===== config.mk =====
export PLATFORM = sky130hd
export DESIGN_NAME = wcc_write_crc_alert
export DESIGN_NICKNAME = d
export VERILOG_FILES = /design/src/design/wcc_crc_tree.v /design/src/design/wcc_dbi_lane.v /design/src/design/wcc_write_crc_alert.v
export VERILOG_INCLUDE_DIRS = /design/src /design/src/design
export SDC_FILE = /design/constraint.sdc
export NUM_CORES = 1
export LEC_CHECK = 0
export BUFFER_PORTS_ARGS = -buffer_cell sky130_fd_sc_hd__clkbuf_2
export CORE_MARGIN = 2
export CORE_UTILIZATION = 50
export CTS_CLUSTER_DIAMETER = 80
export CTS_CLUSTER_SIZE = 14
export DETAILED_ROUTE_END_ITERATION = 6
export GPL_TIMING_DRIVEN = 0
export PLACE_DENSITY = 0.76
export SLEW_MARGIN = 5
export SYNTH_ARGS = -nofsm -noshare
export SYNTH_HDL_FRONTEND = slang
export SYNTH_SLANG_ARGS = --single-unit

===== constraint.sdc =====
create_clock -name pclk -period 7.7 [get_ports pclk]
set_input_delay 0.385 -clock pclk [delete_from_list [all_inputs] [get_ports pclk]]
set_output_delay 0.385 -clock pclk [all_outputs]
set_load 0.05 [all_outputs]

===== src/design/wcc_map.vh =====
// Constants for the write checksum check and alert block.
// Assumes inclusion by bare name from every design file that needs it.
`ifndef WCC_MAP_VH
`define WCC_MAP_VH

// ----------------------------------------------------------------
// Register byte offsets
// ----------------------------------------------------------------
`define WCC_ADDR_MODE_FIVE 8'h00
`define WCC_ADDR_MODE_ONE 8'h04
`define WCC_ADDR_MODE_TWO 8'h08
`define WCC_ADDR_MPR_THREE 8'h0c
`define WCC_ADDR_STATUS 8'h10

// ----------------------------------------------------------------
// Field positions
// ----------------------------------------------------------------
`define WCC_MODE5_CRC_ERR 3
`define WCC_MODE5_DM_EN 10
`define WCC_MODE5_WDBI_EN 11
`define WCC_MODE5_RDBI_EN 12
`define WCC_MODE1_STRB_EN 11
`define WCC_MR2_CRC_EN 12
`define WCC_MULTI3_CRC_FLAG 7

// ----------------------------------------------------------------
// Reset values and widths
// ----------------------------------------------------------------
`define WCC_MR_W 16
`define WCC_MR_RESET 16'h0000

// ----------------------------------------------------------------
// Shared pin function codes
// ----------------------------------------------------------------
`define WCC_PIN_NONE 2'h0
`define WCC_PIN_DBI 2'h1
`define WCC_PIN_DM 2'h2
`define WCC_PIN_STRB 2'h3

// ----------------------------------------------------------------
// Timing, in clocks of pclk, and pulse counter width in bits
// ----------------------------------------------------------------
`define WCC_CRC_PW_CYC 10
`define WCC_PAR_PW_CYC 46
`define WCC_CNT_W 8

// ----------------------------------------------------------------
// Checksum polynomial and read inversion threshold
// ----------------------------------------------------------------
`define WCC_CRC_POLY 8'h07
`define WCC_DBI_ZERO_LIMIT 4'h4

`endif


===== src/design/wcc_crc_tree.v =====
// Eight-bit checksum tree over one chopped x8 write burst.
// Assumes a transfer-major burst: byte t of the burst sits in bits [t*8+7:t*8].
`include "wcc_map.vh"

module wcc_crc_tree (
  input wire [63:0] burst,
  input wire [7:0] pin_bits,
  input wire addr_bit_two,
  input wire use_pin,
  output reg [7:0] crc
);

  // ----------------------------------------------------------------
  // Tree input vector and checksum
  // ----------------------------------------------------------------
  integer q;
  integer t;
  integer i;
  integer src;
  reg [71:0] d;
  reg fb;

  always @* begin
    d = {72{1'b1}};
    crc = 8'h00;
    fb = 1'b0;
    src = 0;
    for (q = 0; q < 9; q = q + 1) begin
      for (t = 0; t < 4; t = t + 1) begin
        // The chop keeps four transfers; the upper half is forced to one.
        src = addr_bit_two ? t + 4 : t;
        if (q < 8) begin
          d[q * 8 + t] = burst[src * 8 + q];
        end else begin
          d[q * 8 + t] = use_pin ? pin_bits[src] : 1'b1;
        end
      end
    end
    // Serial form of the parallel tree; synthesis flattens it to XORs.
    for (i = 0; i < 72; i = i + 1) begin
      fb = crc[7] ^ d[i];
      crc = {crc[6:0], 1'b0} ^ (fb ? `WCC_CRC_POLY : 8'h00);
    end
  end

endmodule


===== src/design/wcc_dbi_lane.v =====
// Bus inversion for one byte: read encoding and write decoding.
// Assumes the caller gates both enables by mode and organisation.
`include "wcc_map.vh"

module wcc_dbi_lane (
  input wire [7:0] rd_byte,
  input wire rd_en,
  input wire [7:0] wr_byte,
  input wire wr_en,
  input wire wr_inv_n,
  output wire [7:0] rd_out,
  output wire rd_inv_n,
  output wire [7:0] wr_out
);

  // ----------------------------------------------------------------
  // Zero count
  // ----------------------------------------------------------------
  function [3:0] zero_count;
    input [7:0] b;
    integer k;
    begin
      zero_count = 4'h0;
      for (k = 0; k < 8; k = k + 1) begin
        zero_count = zero_count + {3'h0, ~b[k]};
      end
    end
  endfunction

  // ----------------------------------------------------------------
  // Encode and decode
  // ----------------------------------------------------------------
  wire rd_flip;

  assign rd_flip = rd_en & (zero_count(rd_byte) > `WCC_DBI_ZERO_LIMIT);
  assign rd_out = rd_flip ? ~rd_byte : rd_byte;
  assign rd_inv_n = ~rd_flip;
  assign wr_out = (wr_en & ~wr_inv_n) ? ~wr_byte : wr_byte;

endmodule


===== src/design/wcc_write_crc_alert.v =====
// Write checksum check, alert pulse, error status and shared pin function.
// Assumes an APB master on pclk, burst pins that need synchronising, a
// parity checker and a core read path on pclk, and an external pull-up.
//
// Contract
// - Each checksum bit is an XOR of fixed burst bits and constant ones.
// - In chopped x8 bursts address bit two selects low or high nibble.
// - Tree takes 36 bits; pin bits are ones unless mask or inversion on.
// - Compare computed and received checksum; alert starts the next clock.
// - Checksum errors use the same alert output as parity errors.
// - Checksum alert lasts about ten clocks; parity alert exceeds 45.
// - Pulse runs from drive low to release; controller pulls high.
// - Error sets mode five bit 3 and multipurpose three bit 7.
// - Status stays one until a mode-set write clears it to zero.
// - Inversion exists only in x8 and x16, not x4.
// - Inversion leaves no more than half the lines low per edge.
// - One pin carries inversion, mask or strobe, chosen by mode bits.
// - Read lane with more than four zeros is inverted, pin driven low.
// - Write lane with pin low is inverted before storing.
`include "wcc_map.vh"

module wcc_write_crc_alert #(
  parameter DEV_X4 = 0,
  parameter [`WCC_CNT_W-1:0] CRC_PW = `WCC_CRC_PW_CYC,
  parameter [`WCC_CNT_W-1:0] PAR_PW = `WCC_PAR_PW_CYC
) (
  input wire pclk,
  input wire presetn,
  input wire [7:0] paddr,
  input wire psel,
  input wire penable,
  input wire pwrite,
  input wire [31:0] pwdata,
  output reg [31:0] prdata,
  output reg pready,
  output reg pslverr,
  input wire wr_valid,
  input wire wr_chop,
  input wire wr_addr_bit_two,
  input wire [63:0] wr_dq,
  input wire [7:0] wr_pin,
  input wire [7:0] wr_crc,
  input wire par_err,
  output reg store_valid,
  output reg [63:0] store_data,
  output reg [7:0] store_keep,
  input wire rd_valid,
  input wire rd_mpr,
  input wire [63:0] rd_data,
  output reg rd_dq_valid,
  output reg [63:0] rd_dq,
  output reg [7:0] rd_pin,
  output reg [1:0] pin_func,
  output reg alert_out,
  output reg alert_oe
);

  // ----------------------------------------------------------------
  // Register decode
  // ----------------------------------------------------------------
  localparam SEL_NONE = 3'h0;
  localparam SEL_MODE5 = 3'h1;
  localparam SEL_MODE1 = 3'h2;
  localparam SEL_MR2 = 3'h3;
  localparam SEL_MULTI3 = 3'h4;
  localparam SEL_STAT = 3'h5;

  function [2:0] reg_sel;
    input [7:0] a;
    begin
      case (a)
        `WCC_ADDR_MODE_FIVE: reg_sel = SEL_MODE5;
        `WCC_ADDR_MODE_ONE: reg_sel = SEL_MODE1;
        `WCC_ADDR_MODE_TWO: reg_sel = SEL_MR2;
        `WCC_ADDR_MPR_THREE: reg_sel = SEL_MULTI3;
        `WCC_ADDR_STATUS: reg_sel = SEL_STAT;
        default: reg_sel = SEL_NONE;
      endcase
    end
  endfunction

  // ----------------------------------------------------------------
  // Declarations
  // ----------------------------------------------------------------
  reg [`WCC_MR_W-1:0] mode_reg_five;
  reg [`WCC_MR_W-1:0] mode_reg_one;
  reg [`WCC_MR_W-1:0] mode_reg_two;
  reg [31:0] next_prdata;
  reg wr_valid_m;
  reg wr_valid_s;
  reg wr_chop_m;
  reg wr_chop_s;
  reg wr_nib_m;
  reg wr_nib_s;
  reg [63:0] wr_dq_m;
  reg [63:0] wr_dq_s;
  reg [7:0] wr_pin_m;
  reg [7:0] wr_pin_s;
  reg [7:0] wr_crc_m;
  reg [7:0] wr_crc_s;
  reg crc_bad;
  reg [7:0] last_crc;
  reg [`WCC_CNT_W-1:0] alert_cnt;
  reg [`WCC_CNT_W-1:0] next_alert_cnt;
  reg alert_is_crc;
  wire [2:0] sel;
  wire access;
  wire inv_ok;
  wire dm_en;
  wire wdbi_en;
  wire rdbi_en;
  wire strobe_en;
  wire crc_en;
  wire [7:0] calc_crc;
  wire [63:0] wr_decoded;
  wire [63:0] rd_encoded;
  wire [7:0] rd_inv_n;

  assign sel = reg_sel(paddr);
  assign access = psel & penable & pready;
  // The x4 organisation has no inversion or mask function at all.
  assign inv_ok = (DEV_X4 == 0);
  assign dm_en = inv_ok & mode_reg_five[`WCC_MODE5_DM_EN];
  assign wdbi_en = inv_ok & mode_reg_five[`WCC_MODE5_WDBI_EN];
  assign rdbi_en = inv_ok & mode_reg_five[`WCC_MODE5_RDBI_EN];
  assign strobe_en = inv_ok & mode_reg_one[`WCC_MODE1_STRB_EN];
  assign crc_en = mode_reg_two[`WCC_MR2_CRC_EN];

  // ----------------------------------------------------------------
  // APB slave: one wait state, error on unmapped addresses
  // ----------------------------------------------------------------
  always @* begin
    case (sel)
      SEL_MODE5: next_prdata = {16'h0000, mode_reg_five};
      SEL_MODE1: next_prdata = {16'h0000, mode_reg_one};
      SEL_MR2: next_prdata = {16'h0000, mode_reg_two};
      SEL_MULTI3: next_prdata = {24'h000000, mode_reg_five[`WCC_MODE5_CRC_ERR], 7'h00};
      SEL_STAT: next_prdata = {16'h0000, last_crc, 5'h00, alert_is_crc, alert_oe, crc_en};
      default: next_prdata = 32'h00000000;
    endcase
  end

  always @(posedge pclk or negedge presetn) begin
    if (!presetn) begin
      pready <= 1'b0;
      pslverr <= 1'b0;
      prdata <= 32'h00000000;
    end else begin
      pready <= psel & penable & ~pready;
      if (psel & penable & ~pready) begin
        pslverr <= (sel == SEL_NONE);
        prdata <= pwrite ? 32'h00000000 : next_prdata;
      end
    end
  end

  // ----------------------------------------------------------------
  // Mode registers and sticky checksum error status
  // ----------------------------------------------------------------
  always @(posedge pclk or negedge presetn) begin
    if (!presetn) begin
      mode_reg_five <= `WCC_MR_RESET;
      mode_reg_one <= `WCC_MR_RESET;
      mode_reg_two <= `WCC_MR_RESET;
    end else begin
      if (access && pwrite && sel == SEL_MODE5) begin
        mode_reg_five <= pwdata[`WCC_MR_W-1:0];
        // Only a zero written clears the flag; a new error in that cycle wins.
        mode_reg_five[`WCC_MODE5_CRC_ERR] <= crc_bad |
          (pwdata[`WCC_MODE5_CRC_ERR] & mode_reg_five[`WCC_MODE5_CRC_ERR]);
      end else if (crc_bad) begin
        mode_reg_five[`WCC_MODE5_CRC_ERR] <= 1'b1;
      end
      if (access && pwrite && sel == SEL_MODE1) begin
        mode_reg_one <= pwdata[`WCC_MR_W-1:0];
      end
      if (access && pwrite && sel == SEL_MR2) begin
        mode_reg_two <= pwdata[`WCC_MR_W-1:0];
      end
    end
  end

  // ----------------------------------------------------------------
  // Burst pins pass two flip-flops before any logic looks at them
  // ----------------------------------------------------------------
  always @(posedge pclk or negedge presetn) begin
    if (!presetn) begin
      wr_valid_m <= 1'b0;
      wr_valid_s <= 1'b0;
      wr_chop_m <= 1'b0;
      wr_chop_s <= 1'b0;
      wr_nib_m <= 1'b0;
      wr_nib_s <= 1'b0;
      wr_dq_m <= 64'h0000000000000000;
      wr_dq_s <= 64'h0000000000000000;
      wr_pin_m <= 8'hff;
      wr_pin_s <= 8'hff;
      wr_crc_m <= 8'h00;
      wr_crc_s <= 8'h00;
    end else begin
      wr_valid_m <= wr_valid;
      wr_valid_s <= wr_valid_m;
      wr_chop_m <= wr_chop;
      wr_chop_s <= wr_chop_m;
      wr_nib_m <= wr_addr_bit_two;
      wr_nib_s <= wr_nib_m;
      wr_dq_m <= wr_dq;
      wr_dq_s <= wr_dq_m;
      wr_pin_m <= wr_pin;
      wr_pin_s <= wr_pin_m;
      wr_crc_m <= wr_crc;
      wr_crc_s <= wr_crc_m;
    end
  end

  // ----------------------------------------------------------------
  // Checksum tree and comparison
  // ----------------------------------------------------------------
  wcc_crc_tree u_tree (
    .burst(wr_dq_s),
    .pin_bits(wr_pin_s),
    .addr_bit_two(wr_nib_s),
    .use_pin(dm_en | wdbi_en),
    .crc(calc_crc)
  );

  always @(posedge pclk or negedge presetn) begin
    if (!presetn) begin
      crc_bad <= 1'b0;
      last_crc <= 8'h00;
    end else begin
      // Full bursts are not covered here, so only chopped ones are checked.
      crc_bad <= wr_valid_s & wr_chop_s & crc_en & (calc_crc != wr_crc_s);
      if (wr_valid_s) begin
        last_crc <= calc_crc;
      end
    end
  end

  // ----------------------------------------------------------------
  // Alert pulse shared by checksum and parity errors
  // ----------------------------------------------------------------
  always @* begin
    next_alert_cnt = (alert_cnt != {`WCC_CNT_W{1'b0}}) ?
      alert_cnt - {{(`WCC_CNT_W-1){1'b0}}, 1'b1} : {`WCC_CNT_W{1'b0}};
    // Overlapping events keep the longer remaining low time.
    if (crc_bad && next_alert_cnt < CRC_PW) begin
      next_alert_cnt = CRC_PW;
    end
    if (par_err && next_alert_cnt < PAR_PW) begin
      next_alert_cnt = PAR_PW;
    end
  end

  always @(posedge pclk or negedge presetn) begin
    if (!presetn) begin
      alert_cnt <= {`WCC_CNT_W{1'b0}};
      alert_oe <= 1'b0;
      alert_out <= 1'b0;
      alert_is_crc <= 1'b0;
    end else begin
      alert_cnt <= next_alert_cnt;
      // Driving only pulls low; release leaves the line to the pull-up.
      alert_oe <= (next_alert_cnt != {`WCC_CNT_W{1'b0}});
      alert_out <= 1'b0;
      if (crc_bad) begin
        alert_is_crc <= 1'b1;
      end else if (par_err) begin
        alert_is_crc <= 1'b0;
      end
    end
  end

  // ----------------------------------------------------------------
  // Per-transfer inversion lanes
  // ----------------------------------------------------------------
  genvar t;
  generate
    for (t = 0; t < 8; t = t + 1) begin : g_lane
      wcc_dbi_lane u_lane (
        .rd_byte(rd_data[t*8+7:t*8]),
        .rd_en(rdbi_en & ~rd_mpr),
        .wr_byte(wr_dq_s[t*8+7:t*8]),
        .wr_en(wdbi_en),
        .wr_inv_n(wr_pin_s[t]),
        .rd_out(rd_encoded[t*8+7:t*8]),
        .rd_inv_n(rd_inv_n[t]),
        .wr_out(wr_decoded[t*8+7:t*8])
      );
    end
  endgenerate

  // ----------------------------------------------------------------
  // Store, read and pin function outputs
  // ----------------------------------------------------------------
  always @(posedge pclk or negedge presetn) begin
    if (!presetn) begin
      store_valid <= 1'b0;
      store_data <= 64'h0000000000000000;
      store_keep <= 8'h00;
      rd_dq_valid <= 1'b0;
      rd_dq <= 64'h0000000000000000;
      rd_pin <= 8'hff;
      pin_func <= `WCC_PIN_NONE;
    end else begin
      store_valid <= wr_valid_s;
      store_data <= wr_decoded;
      store_keep <= dm_en ? wr_pin_s : 8'hff;
      rd_dq_valid <= rd_valid;
      rd_dq <= rd_encoded;
      rd_pin <= rd_inv_n;
      // Strobe outranks mask, which outranks inversion on the shared pin.
      if (strobe_en) begin
        pin_func <= `WCC_PIN_STRB;
      end else if (dm_en) begin
        pin_func <= `WCC_PIN_DM;
      end else if (wdbi_en | rdbi_en) begin
        pin_func <= `WCC_PIN_DBI;
      end else begin
        pin_func <= `WCC_PIN_NONE;
      end
    end
  end

endmodule


# Yosys cells after proc, flatten, opt, wreduce, memory -nomap -nowiden
# Index checks and enable logic that the tools add are counted.
[classes]
n_addsub = 85
n_mul = 0
div = 0
magnitude_cmp = 46
eq_ne = 10
shifts = 0
mux = 218
n_bitwise = 231
n_reduce_logical = 12
[ops]
columns = ["operator", "count"]
rows = [
  ["$lt 32x8->1 const B", 31],
  ["$xor 8x8->8", 70],
  ["$add 32x4->32 const B", 16],
  ["$add 32x3->32 const B", 8],
  ["$mux 3", 76],
  ["$add 4x1->4", 48],
  ["$bmux 1 s6", 28],
  ["$mux 8", 20],
  ["$add 32x2->32 const B", 4],
  ["$not 8->8", 16],
  ["$lt 32x5->1 const B", 3],
  ["$not 1->1", 82],
  ["$mux 1", 81],
  ["$pmux 16 s5", 1],
  ["$xor 1x1->1", 34],
  ["$gt 4x3->1 const B", 8],
  ["$mux 32", 1],
  ["$and 1x1->1", 24],
  ["$bmux 1 s3", 8],
  ["$add 1x1->2", 8],
  ["$eq 8x4->1 const B", 2],
  ["$reduce_bool 8->1", 2],
  ["$pmux 3 s5", 1],
  ["$eq 8x3->1 const B", 1],
  ["other kinds (18)", 29],
]
[word_totals]
ff_bits = 415
latchBits = 0
ramBits = 0
romBits = 0
inputBits = 195
memories = 0

# Longest topological paths before layout
# Gate-level depths: netlist (run 1).
[depth]
ltp_word = 183
mapped_depth = 15

# By module
# Synthesis (run 1) repeated with hierarchy kept, for this count alone.
[unflattened]
hier_cells = 1215
hier_area_um2 = 17735.8
[modules_own_cells]
columns = ["module", "n_inst", "cells_per_inst", "area_each_um2", "seq_area_each_um2"]
rows = [
  ["wcc_write_crc_alert", 1, 679, 12161.7, 10014.6],
  ["wcc_dbi_lane", 8, 43, 387.9, 0.0],
  ["wcc_crc_tree", 1, 192, 2471.1, 0.0],
]

# Worst setup path before layout (run 1)
# No wires, ideal clock.
[synth_timing]
path_type = "reg2reg"
startpoint = "reg wr_dq_s[8]"
endpoint = "reg last_crc[7]"
setup_ns = 0.125
t_arrival_ns = 4.269
setup_slack_ns = 3.307
stages_incl_launch_ff = 13
path_buffers = 1
synth_period_minus_slack_ns = 4.393
path_cell_list = "dfrtp_1 buf_6 xor3_2 xnor3_1 mux2_4 xor2_4 xnor3_2 xnor3_2 xnor3_2 xor3_2 xnor3_2 xor2_2 mux2_2"
[synth_between]
elab_chain_len = 92
word_cells_on_any_way = 262
[synth_rtl]
columns = ["element", "line", "rtl"]
rows = [
  ["from (decl)", "wcc_write_crc_alert.v:96", "reg [63:0] wr_dq_s;"],
  ["from (signal assigned)", "wcc_write_crc_alert.v:208", "wr_dq_s <= wr_dq_m;"],
  ["$bmux 1 s3", "wcc_crc_tree.v:33", "d[q * 8 + t] = burst[src * 8 + q];"],
  ["$mux 1 (not written as such) (2 in series)", "wcc_crc_tree.v:33", ""],
  ["$xor 1x1->1", "wcc_crc_tree.v:41", "fb = crc[7] ^ d[i];"],
  ["$mux 3", "wcc_crc_tree.v:42", "crc = {crc[6:0], 1'b0} ^ (fb ? `WCC_CRC_POLY : 8'h00);"],
  ["$xor 8x8->8 (6 in series)", "wcc_crc_tree.v:42", ""],
  ["$xor 8x8->8 or $mux 3 (tied branches)", "wcc_crc_tree.v:42", ""],
  ["$xor 1x1->1 or $xor 8x8->8 (tied branches)", "wcc_crc_tree.v:41, wcc_crc_tree.v:42", ""],
  ["$mux 3, or another cell as far along", "wcc_crc_tree.v:42", ""],
  ["[59 not listed]", "-", ""],
  ["$mux 3, or another cell as far along", "wcc_crc_tree.v:42", ""],
  ["$xor 8x8->8, or another cell as far along (2 in series)", "wcc_crc_tree.v:42", ""],
  ["$xor 8x8->8 or $mux 3 (tied branches)", "wcc_crc_tree.v:42", ""],
  ["$xor 8x8->8 (*) (5 in series)", "wcc_crc_tree.v:42", ""],
  ["$xor 1x1->1 or $xor 8x8->8 (tied branches)", "wcc_crc_tree.v:41, wcc_crc_tree.v:42", ""],
  ["$mux 3, or another cell as far along", "wcc_crc_tree.v:42", ""],
  ["$xor 8x8->8 (*) (7 in series)", "wcc_crc_tree.v:42", ""],
  ["$xor 8x3->8 (*)", "wcc_crc_tree.v:42", ""],
  ["to (signal assigned)", "wcc_write_crc_alert.v:235", "last_crc <= calc_crc;"],
  ["to (decl)", "wcc_write_crc_alert.v:102", "reg [7:0] last_crc;"],
]
# Mark *: on every way between the ends. The rest lies on a longest branch, timed or not. The select of a mux whose other input is x is not followed.
# A chain may end at the register's enable or synchronous reset.

# Worst setup path in the final report (run 1)
[layout_timing]
startpoint = "reg wr_nib_s"
endpoint = "reg crc_bad"
[layout_between]
elab_chain_len = 96
word_cells_on_any_way = 322
[layout_rtl]
columns = ["element", "line", "rtl"]
rows = [
  ["from (decl)", "wcc_write_crc_alert.v:94", "reg wr_nib_s;"],
  ["from (signal assigned)", "wcc_write_crc_alert.v:206", "wr_nib_s <= wr_nib_m;"],
  ["parallel branches: the longest is 88 deep, another holds $add 32x2->32", "-", ""],
  ["$xor 8x8->8 (*) (4 in series)", "wcc_crc_tree.v:42", ""],
  ["$mux 3 or $xor 8x8->8 (tied branches)", "wcc_crc_tree.v:42", ""],
  ["$xor 8x3->8 (*)", "wcc_crc_tree.v:42", ""],
  ["$ne 8x8->1 (*)", "wcc_write_crc_alert.v:233", "crc_bad <= wr_valid_s & wr_chop_s & crc_en & (calc_crc != wr_crc_s);"],
  ["$and 1x1->1 (*)", "wcc_write_crc_alert.v:233", ""],
  ["to (signal assigned)", "wcc_write_crc_alert.v:233", ""],
  ["to (decl)", "wcc_write_crc_alert.v:101", "reg crc_bad;"],
]
# Every way passes the cells marked *. The select of a mux whose other input is x is not followed.

==> results of run 1 <==
-- registers in the layout, indices dropped and copies added (netlist names), 2 cells and up --
register,cells
mode_reg_one,16
rd_dq,64
last_crc,8
wr_pin_m,8
mode_reg_two,16
wr_dq_s,64
wr_crc_m,8
rd_pin,8
wr_crc_s,8
wr_dq_m,64
mode_reg_five,16
prdata,16
pin_func,2
store_data,64
alert_cnt,8
store_keep,8
wr_pin_s,8
-- area by class of cell --
type	count	area [sq um]
buffer	57	305.3
clock buffer	58	983.4
timing repair buffer	431	2659
multi-input combinational	702	6935
tap	455	569.3
clock inverter	5	55.05
antenna	1	2.502
sequential	399	10010
fill	2618	12670
inverter	71	266.5
-- repair_timing --
action                    in CTS  in global routing
buffers inserted               0                  0
hold endpoints to repair     173                  0
hold buffers                  85                  0
-- power by group --
part / total, mW / internal, mW / switching [mW]
sequential: 2.33 / 2.27 / 0.0634
clock: 1.65 / 0.883 / 0.762
combinational: 7.77 / 4.52 / 3.25
-- worst paths after layout --
path,cells after the start,start,to
setup / recovery,13,wr_nib_s,crc_bad
hold / removal,2,rd_data[50],rd_dq[50]
setup reg to reg,13,wr_nib_s,crc_bad
hold reg to reg,0,wr_crc_m[2],wr_crc_s[2]
max in group asynchronous,4,presetn,prdata[3]
min in group asynchronous,2,presetn,rd_dq_valid
-- synthesized netlist by cell type (all sizes together), types with 6 or more instances --
library cell	instances
nor2	20
mux2	57
clkbuf	26
xnor3	42
a22oi	22
inv	71
nand2b	20
nand2	38
fa	32
xor3	13
dfstp	24
ha	26
nor3	10
o21ai	33
xor2	49
nor2b	6
xnor2	216
buf	31
dfrtp	375
a21oi	15
mux2i	39
a22o	16
-- per-stage QoR --
step,setup TNS (ps),power [mW]
2_1_floorplan,0,8.940
3_3_place_gp,-787690,10.00
3_5_place_dp,0,10.18
4_1_cts,0,11.90
5_1_grt,0,12.47
6_report,0,11.75
-- cell families after synthesis --
group,Yosys count,synth area share
AO/OA/AOI/OAI,97,0.03584
XOR/XNOR,320,0.2087
adder cells (fa/ha/maj),58,0.05534
buffers and inverters,128,0.03276
flip-flops,399,0.5737
multiplexers,97,0.06157
other,1,0.0002148
AND/OR/NAND/NOR,113,0.03183
-- per-layer routing --
layer	up-vias	GRT usage	part of all wire
met3	69	0.04969	0.062
met5	-	0	0
met1	5296	0.2964	0.42
met2	338	0.3782	0.50
li1	4879	-	-
met4	0	0.07036	0.027
-- layout by cell type, fill, tap and decap left out, drive strengths merged, types with 6 or more instances in the layout --
master and instances:
fa 32, mux2 57, nand2 38, xnor2 216, inv 72, dlygate4sd3 85
nor2b 6, dfrtp 375, a22o 16, ha 26, o21ai 33, a22oi 22
conb 17, nor3 10, clkbuf 427, nor2 20, mux2i 39, xnor3 42
xor2 49, dfstp 24, nand2b 20, a21oi 15, xor3 13, buf 34
-- worst max-delay path: cells and delay by family, from the launching register on --
kind / cells / cell delay, ps
buf+inv: 4 / 1540
simple gates: 1 / 430
flops: 1 / 330
mux: 1 / 570
compound gates: 1 / 140
xor+xnor: 6 / 2090
==> flow_metrics.py, run 1 <==
metrics = {
    "job": {
        "cap_violations": 0,
    },
    "setup_path": {
        "crit_chain": "buf_2 -> buf_2 -> buf_2 -> buf_2 -> mux2i_1 -> xnor3_1 -> xnor2_1 -> xor3_1 -> xnor2_1 -> xnor2_2 -> xnor3_1 -> nor4_1 -> a31oi_1",
        "crit_type": "reg -> reg",
        "critPathMostFrequentCell": "buf_2",
        "slowest_delay_ps": 570,
        "arrival_ps": 5610,
        "cp-start-kind": "flop",
        "crit_fanout": 10,
        "endpoint_kind": "flop",
        "worst_path_max_delay_cell": "mux2i_1",
        "rrSetupSlack_ps": 2500,
        "cp.required_ps": 8110,
    },
    "global_route": {
        "track_usage": 0.2264,
        "grt_pass1_vias": 11420,
        "grt_antenna_before_repair": 1,
        "grt.overflow.total": 0,
        "grt_max_degree": 118,
        "grt_pass1_wl_um": 62500,
    },
    "detailed_routing": {
        "vias": 10580,
        "drtIter0Drc": 387,
        "routed_wl_um": 40340,
        "drc": 0,
        "vias_per_cell": 4.856,
        "wire_per_inst_um": 18.51,
        "drtPass1Iterations": 5,
        "detail-route-antenna-nets": 0,
    },
    "timing": {
        "setup_viol": 0,
        "rsz0062_at_grt": "false",
        "worst_pin_slew_ps": 1071,
        "clock-skew-final_ps": 23.87,
        "max_freq_mhz": 192.3,
        "period_share": 0.6754,
        "fin_crit_ps": 5201,
        "setup_ws_ps": 2499,
        "slew_viol_final": 0,
        "relSlewSlack": 0.2862,
        "finalHoldWorstSlack_ps": 56.29,
        "timing_hold_violations_final": 0,
    },
    "clocking": {
        "clk_latency_ps": 530,
        "cts_tree": "yes",
        "cts_root_buf": "clkbuf_16",
        "clkSinkCount": 399,
        "numCtsBuffers": 35,
        "cts-resized-gates": 0,
        "cts_buffer_depth": 3,
        "path_clk_slew_ps": 70,
        "ctsHtreeMaxLevel": 2,
    },
    "synth": {
        "synth-edff-count": 0,
        "async_reset_ff_frac": 1.000,
        "yosys.area.top_type": "dfrtp_1",
        "ys_types": 54,
        "seq_area_frac_synth": 0.5737,
        "syn_area_sq_um": 17460,
        "ys_ff_latch": 399,
        "synth_area_leaders": "dfrtp_1, xnor2_1, xnor3_1",
        "avgSynthCellArea_sq_um": 14.39,
        "yosysWarnings": 0,
        "synth_ff_type": "dfrtp_1",
        "netlist.area_leader.share": 0.5376,
        "netlist_instances": 1213,
    },
    "die": {
        "ios": 379,
        "chipWidth_um": 190.8,
        "die-height_um": 190.8,
        "start_util": 0.5066,
        "rows": 68,
        "core_area_sq_um": 34460,
        "fp.dieArea_sq_um": 36420,
    },
    "placed_design": {
        "postPlaceCellArea_sq_um": 19900,
        "dpl.hpwl_um": 29380,
        "post-place-ws_ps": 2466,
        "gp_congestion": 0.8518,
        "io_buffers": 343,
        "post-place-cells": 2030,
    },
    "final_layout": {
        "design_area_sq_um": 21790,
        "syn2layout_area_growth_pct": 24.84,
        "fin_util": 0.6324,
        "drive_gt1_frac": 0.3030,
        "fin_cells": 2179,
        "finalNetCount": 1950,
    },
    "power_and_ir_drop": {
        "power_density_nw_per_um2": 539.3,
        "ir_worst_vdd_v": 0.0009542,
        "p_leak_nw": 10.67,
    },
    "hold_path": {
        "min_path_type": "in -> reg",
    },
    "outcome": {
        "status": "complete, no violations",
    },
}
(Power assumes the default switching activity.)
==> run 2: changes to the inputs <==
==> constraint.sdc (replaced) <==
create_clock -name pclk -period 5.3 [get_ports pclk]
set_input_delay 0.265 -clock pclk [delete_from_list [all_inputs] [get_ports pclk]]
set_output_delay 0.265 -clock pclk [all_outputs]
set_load 0.05 [all_outputs]
==> run 2 against run 1 <==
  * Cell count rose by 3.7%
  * Worst hold slack got worse by 26 ps
  * Via count rose by 4.3%
  * Combinational power rose by 44%
  * Fmax rose by 3.8%
  * Clock power rose by 45%
  * Critical path depth did not move
  * Die area did not move
  * Register-to-register slack got worse by 2200 ps
  * First-iteration DRC count rose by 9.8%
  * Core utilization rose by 2.3 points
  * Sequential power rose by 45%
==> flow_metrics.py, run 2 (same netlist as run 1, synthesis figures left out) <==
metrics = {
    "detailed_routing": {
        "vias_per_cell": 4.883,
        "drtPass1Iterations": 5,
        "drc": 0,
        "routed_wl_um": 42880,
        "wire_per_inst_um": 18.97,
        "vias": 11040,
        "detail-route-antenna-nets": 0,
        "drtIter0Drc": 425,
    },
    "clocking": {
        "path_clk_slew_ps": 60,
        "cts_tree": "yes",
        "postCtsSetupBuffers": 0,
        "cts_root_buf": "clkbuf_16",
        "numCtsBuffers": 35,
        "clk_latency_ps": 530,
        "cts_buffer_depth": 3,
        "clkSinkCount": 399,
        "ctsHtreeMaxLevel": 2,
    },
    "timing": {
        "worst_pin_slew_ps": 1074,
        "slew_viol_final": 0,
        "max_freq_mhz": 199.6,
        "relSlewSlack": 0.2841,
        "clock-skew-final_ps": 22.68,
        "fin_crit_ps": 5010,
        "final.setup.tns_ps": 0,
        "setup_viol": 0,
        "period_share": 0.9454,
        "rsz0062_at_grt": "false",
        "timing_hold_violations_final": 0,
    },
    "die": {
        "chipWidth_um": 190.8,
        "rows": 68,
        "ios": 379,
        "start_util": 0.5066,
        "core_area_sq_um": 34460,
        "die-height_um": 190.8,
        "fp.dieArea_sq_um": 36420,
    },
    "placed_design": {
        "gp_congestion": 0.8518,
        "post-place-cells": 2030,
        "dpl.hpwl_um": 29380,
        "io_buffers": 343,
    },
    "global_route": {
        "track_usage": 0.2403,
        "grt_pass1_wl_um": 66240,
        "grt_antenna_before_repair": 1,
        "grt_pass1_vias": 12010,
        "grt.overflow.total": 0,
        "grt_max_degree": 118,
    },
    "job": {
        "cap_violations": 0,
    },
    "final_layout": {
        "final_cell_mix": "dfrtp_1, clkbuf_2, xnor2_1, dlygate4sd3_1, inv_1",
        "mostFrequentLayoutCell": "dfrtp_1",
        "fin_util": 0.6556,
        "fin_cells": 2260,
        "drive_gt1_frac": 0.2897,
        "syn2layout_area_growth_pct": 29.42,
        "finalNetCount": 2029,
    },
    "power_and_ir_drop": {
        "p_leak_nw": 11.01,
        "power_density_nw_per_um2": 749.4,
        "p_total_mw": 16.93,
        "ir_worst_vdd_v": 0.001386,
    },
    "setup_path": {
        "crit_type": "reg -> reg",
        "cp-start-kind": "flop",
        "arrival_ps": 5410,
        "crit_fanout": 10,
        "endpoint_kind": "flop",
        "cp.required_ps": 5700,
    },
    "hold_path": {
        "min_path_type": "in -> reg",
    },
    "outcome": {
        "status": "complete, no violations",
    },
}
-- run 2: cell count changes in the layout (fill, tap and decap cells not counted), sizes merged --
cell,before,now
dlygate4sd3,85,164
buf,34,32
clkbuf,427,429
diode,1,3
-- run 2: what timing repair did --
| action | CTS | global route |
|---|---|---|
| endpoints found under the setup margin | 0 | 1 |
| endpoints found under the hold margin | 282 | 0 |
| resized for setup | 0 | 2 |
| hold buffers | 164 | 0 |
-- run 2: per-layer routing --
metal  vias up  GRT usage  share of wire
li1       5039          -              -
met1      5543     0.3045           0.40
met2       378     0.4101           0.50
met3        76    0.05061          0.062
met4         0    0.08348          0.029
met5         -          0              0
-- run 2: where the power goes --
group / switching (mW) / internal [mW] / total [mW]
sequential: 0.0932 / 3.29 / 3.39
clock: 1.10 / 1.28 / 2.39
combinational: 4.65 / 6.51 / 11.2
total: 5.84 / 11.1 / 16.9
-- run 2: critical path, stage by stage, from the launching register on --
cell and delay [ps]:
dfrtp_1 320, buf_2 260, buf_2 400, clkbuf_4 350
clkbuf_4 330, mux2i_1 550, xnor3_1 310, xnor2_1 310
xor3_1 550, xnor2_1 350, xnor2_2 210, xnor3_1 360
nor4_1 430, a31oi_1 140
-- run 2: area by class of cell --
type                            instances  area [sq um]
Clock buffer                           58         983.4
Timing Repair Buffer                  510          3450
Tap cell                              455         569.3
Buffer                                 57         310.3
Sequential cell                       399         10010
Clock inverter                          5         55.05
Fill cell                            2457         11870
Inverter                               71         266.5
Multi-Input combinational cell        702          6935
Antenna cell                            3         7.507
-- run 2: path summary, 6_finish.rpt --
kind,from,end,slack (ps),depth (start not counted)
setup / recovery,wr_nib_s,crc_bad,290,13
hold / removal,par_err,alert_is_crc,30,3
setup reg to reg,wr_nib_s,crc_bad,290,13
hold reg to reg,wr_crc_m[2],wr_crc_s[2],340,0
max in group asynchronous,presetn,prdata[0],3480,4
min in group asynchronous,presetn,rd_dq_valid,390,2
-- run 2: metrics by stage --
| step | hold WS (ps) | setup WS, ps | area [sq um] |
|---|---|---|---|
| global placement | 331.3 | -4438 | 19800 |
| finish | 30.36 | 289.6 | 22590 |
| floorplan | -30.59 | 906.7 | 17520 |
| detailed placement | 334.7 | 65.78 | 19900 |
| global route | 27.89 | 49.44 | 22590 |
| CTS | 5.368 | 91.50 | 22580 |
==> run 3: changes to the inputs <==
--- a/config.mk
+++ b/config.mk
@@ -6,9 +6,11 @@
 export SDC_FILE = /design/constraint.sdc
 export NUM_CORES = 1
 export LEC_CHECK = 0
+export ABC_AREA = 1
 export BUFFER_PORTS_ARGS = -buffer_cell sky130_fd_sc_hd__clkbuf_2
 export CORE_MARGIN = 2
 export CORE_UTILIZATION = 50
+export CTS_BUF_LIST = sky130_fd_sc_hd__clkbuf_16
 export CTS_CLUSTER_DIAMETER = 80
 export CTS_CLUSTER_SIZE = 14
 export DETAILED_ROUTE_END_ITERATION = 6
==> constraint.sdc (replaced) <==
create_clock -name pclk -period 5.3 [get_ports pclk]
set_input_delay 1.06 -clock pclk [delete_from_list [all_inputs] [get_ports pclk]]
set_output_delay 1.06 -clock pclk [all_outputs]
set_load 0.05 [all_outputs]
==> run 3 against run 2 <==
  * Synthesized area grew 4.5%
  * Critical path depth grew 23
  * Core utilization shrank 4.7 points
  * Largest cell class unchanged
  * Largest power group unchanged
==> flow_metrics.py, run 3 <==
metrics = {
    "synth": {
        "async_reset_ff_frac": 1.000,
        "synth_area_leaders": "dfrtp_1, nand2_1, xor2_1",
        "seq_area_frac_synth": 0.5492,
        "yosys.area.top_type": "dfrtp_1",
        "synth_ff_type": "dfrtp_1",
        "netlist.area_leader.share": 0.5146,
        "yosysWarnings": 0,
        "synth_common_cells": "nand2_1, dfrtp_1, inv_1, nand3_1, xor2_1",
        "syn_area_sq_um": 18230,
        "synth-edff-count": 0,
        "netlist_instances": 1911,
        "avgSynthCellArea_sq_um": 9.542,
        "synth.most_common_cell": "nand2_1",
        "ys_types": 37,
        "ys_ff_latch": 399,
    },
    "die": {
        "fp.dieArea_sq_um": 38010,
        "rows": 69,
        "die-height_um": 195.0,
        "start_util": 0.5102,
        "core_area_sq_um": 35740,
        "ios": 379,
        "chipWidth_um": 195.0,
    },
    "job": {
        "cap_violations": 0,
    },
    "timing": {
        "max_freq_mhz": 210.6,
        "clock-skew-final_ps": 16.95,
        "relSlewSlack": 0.4076,
        "period_share": 0.8957,
        "worst_pin_slew_ps": 880.4,
        "finalHoldWorstSlack_ps": 344.5,
        "setup_viol": 0,
        "slew_viol_final": 0,
        "fin_crit_ps": 4747,
        "timing_hold_violations_final": 0,
    },
    "setup_path": {
        "worst-path-stages": 36,
        "path_delay_family": "simple AND/OR/NAND/NOR gates",
        "worst_path_max_delay_cell": "dfrtp_2",
        "worstReg2RegEnd": "crc_bad",
        "crit_type": "reg -> reg",
        "cp.buffers_inverters": 5,
        "rrSetupSlack_ps": 550,
        "reg2reg_from": "wr_nib_s",
        "cp.required_ps": 5730,
        "critPathMostFrequentCell": "nand2_1",
        "crit_path_end": "crc_bad",
        "crit_start": "wr_nib_s",
        "slowest_delay_ps": 440,
        "arrival_ps": 5180,
        "reg2reg_depth": 36,
        "crit_fanout": 10,
        "endpoint_kind": "flop",
        "cp-start-kind": "flop",
    },
    "placed_design": {
        "postPlaceCellArea_sq_um": 20720,
        "dpl.hpwl_um": 37270,
        "io_buffers": 345,
        "post-place-cells": 2737,
        "gp_congestion": 0.9295,
    },
    "global_route": {
        "grt_antenna_before_repair": 5,
        "grt_pass1_vias": 14500,
        "gr-max-usage-layer": "met2",
        "grt.overflow.total": 0,
        "use_met2": 0.4280,
        "track_usage": 0.2535,
        "use_met1": 0.3121,
        "grt_use_met3": 0.06218,
        "grt_pass1_wl_um": 75120,
        "grt_max_degree": 114,
    },
    "detailed_routing": {
        "vias_per_cell": 5.050,
        "routed_wl_um": 47540,
        "vias": 14140,
        "drtIter0Drc": 820,
        "wire_per_inst_um": 16.98,
        "drc": 0,
        "drtPass1Iterations": 6,
        "detail-route-antenna-nets": 0,
    },
    "clocking": {
        "clk_latency_ps": 530,
        "cts_tree": "yes",
        "clkSinkCount": 399,
        "cts_hold_buf": 0,
        "cts_buffer_depth": 3,
        "cts_root_buf": "clkbuf_16",
        "ctsHtreeMaxLevel": 2,
        "numCtsBuffers": 35,
        "path_clk_slew_ps": 70,
    },
    "power_and_ir_drop": {
        "ir_worst_vdd_v": 0.0005591,
        "p_leak_nw": 11.39,
        "p_total_mw": 12.49,
        "power_density_nw_per_um2": 573.9,
    },
    "hold_path": {
        "min_path_type": "reg -> reg",
    },
    "final_layout": {
        "final_cell_mix": "nand2_1, dfrtp_1, clkbuf_2, inv_1, nand3_1",
        "mostFrequentLayoutCell": "nand2_1",
        "syn2layout_area_growth_pct": 19.38,
        "design_area_sq_um": 21770,
        "finalNetCount": 2566,
        "drive_gt1_frac": 0.2459,
        "fin_cells": 2800,
    },
    "outcome": {
        "status": "complete, no violations",
    },
}
## run 3: metrics by stage
step            TNS, ps  setup WS (ps)  utilization
6_report              0          552.7       0.6091
5_1_grt          -4.638         -4.638       0.6090
4_1_cts               0          247.2       0.6081
3_5_place_dp          0          291.5       0.5796
3_3_place_gp   -2019870          -5291       0.5763
2_1_floorplan         0           1282            -
## run 3: logic make-up (layout without fill, tap and decap cells)
group,Yosys count,count (layout),synth area share
other cells,1,22,0.0002056
buf+inv,289,696,0.06470
fa+ha+maj,58,58,0.05297
simple gates,866,866,0.2167
compound gates,146,146,0.04282
xor+xnor,152,152,0.07342
flops,399,399,0.5492
## run 3: per-layer routing
layer | vias to the layer above | part of all wire
met2 | 502 | 0.49
li1 | 6714 | -
met1 | 6824 | 0.40
met5 | - | 0
met3 | 100 | 0.076
met4 | 0 | 0.040
## run 3: layout make-up
class                           count  area (sq um)
Antenna cell                        5         12.51
Buffer                             42         250.2
Clock buffer                       36         900.9
Clock inverter                     22         115.1
Fill cell                        3027         13970
Inverter                          247         934.6
Multi-Input combinational cell   1239          7118
Sequential cell                   399         10020
Tap cell                          461         576.8
Timing Repair Buffer              349          1846
## run 3: timing repair
item | 4_1_cts | 5_1_grt
resized for setup | 0 | 12
endpoints found under the setup margin | 0 | 4
setup buffers | 0 | 0
## run 3: worst register-to-register path, delay by kind of cell (launching register included)
kind / cells / cell delay (ps)
simple gates: 30 / 2990
buf+inv: 5 / 1010
flops: 1 / 440
compound gates: 1 / 220
## run 3: how the worst min path moves through the flow
stage,startpoint,to,slack (ps),depth (start not counted)
4_1_cts,wr_dq_m[2],wr_dq_s[2],350,0
3_5_place_dp,wr_crc_m[0],wr_crc_s[0],330,0
2_1_floorplan,wr_chop_m,wr_chop_s,330,0
5_1_grt,wr_dq_m[33],wr_dq_s[33],350,0
3_3_place_gp,wr_dq_m[47],wr_dq_s[47],330,0
6_report,wr_dq_m[45],wr_dq_s[45],340,0
## run 3: report_power, final
group          switching [mW]  total, mW  internal, mW  leakage (nW)
sequential             0.0774       3.31          3.23          4.75
clock                    1.10       2.34          1.24         0.559
combinational            4.64       6.84          2.20          6.09
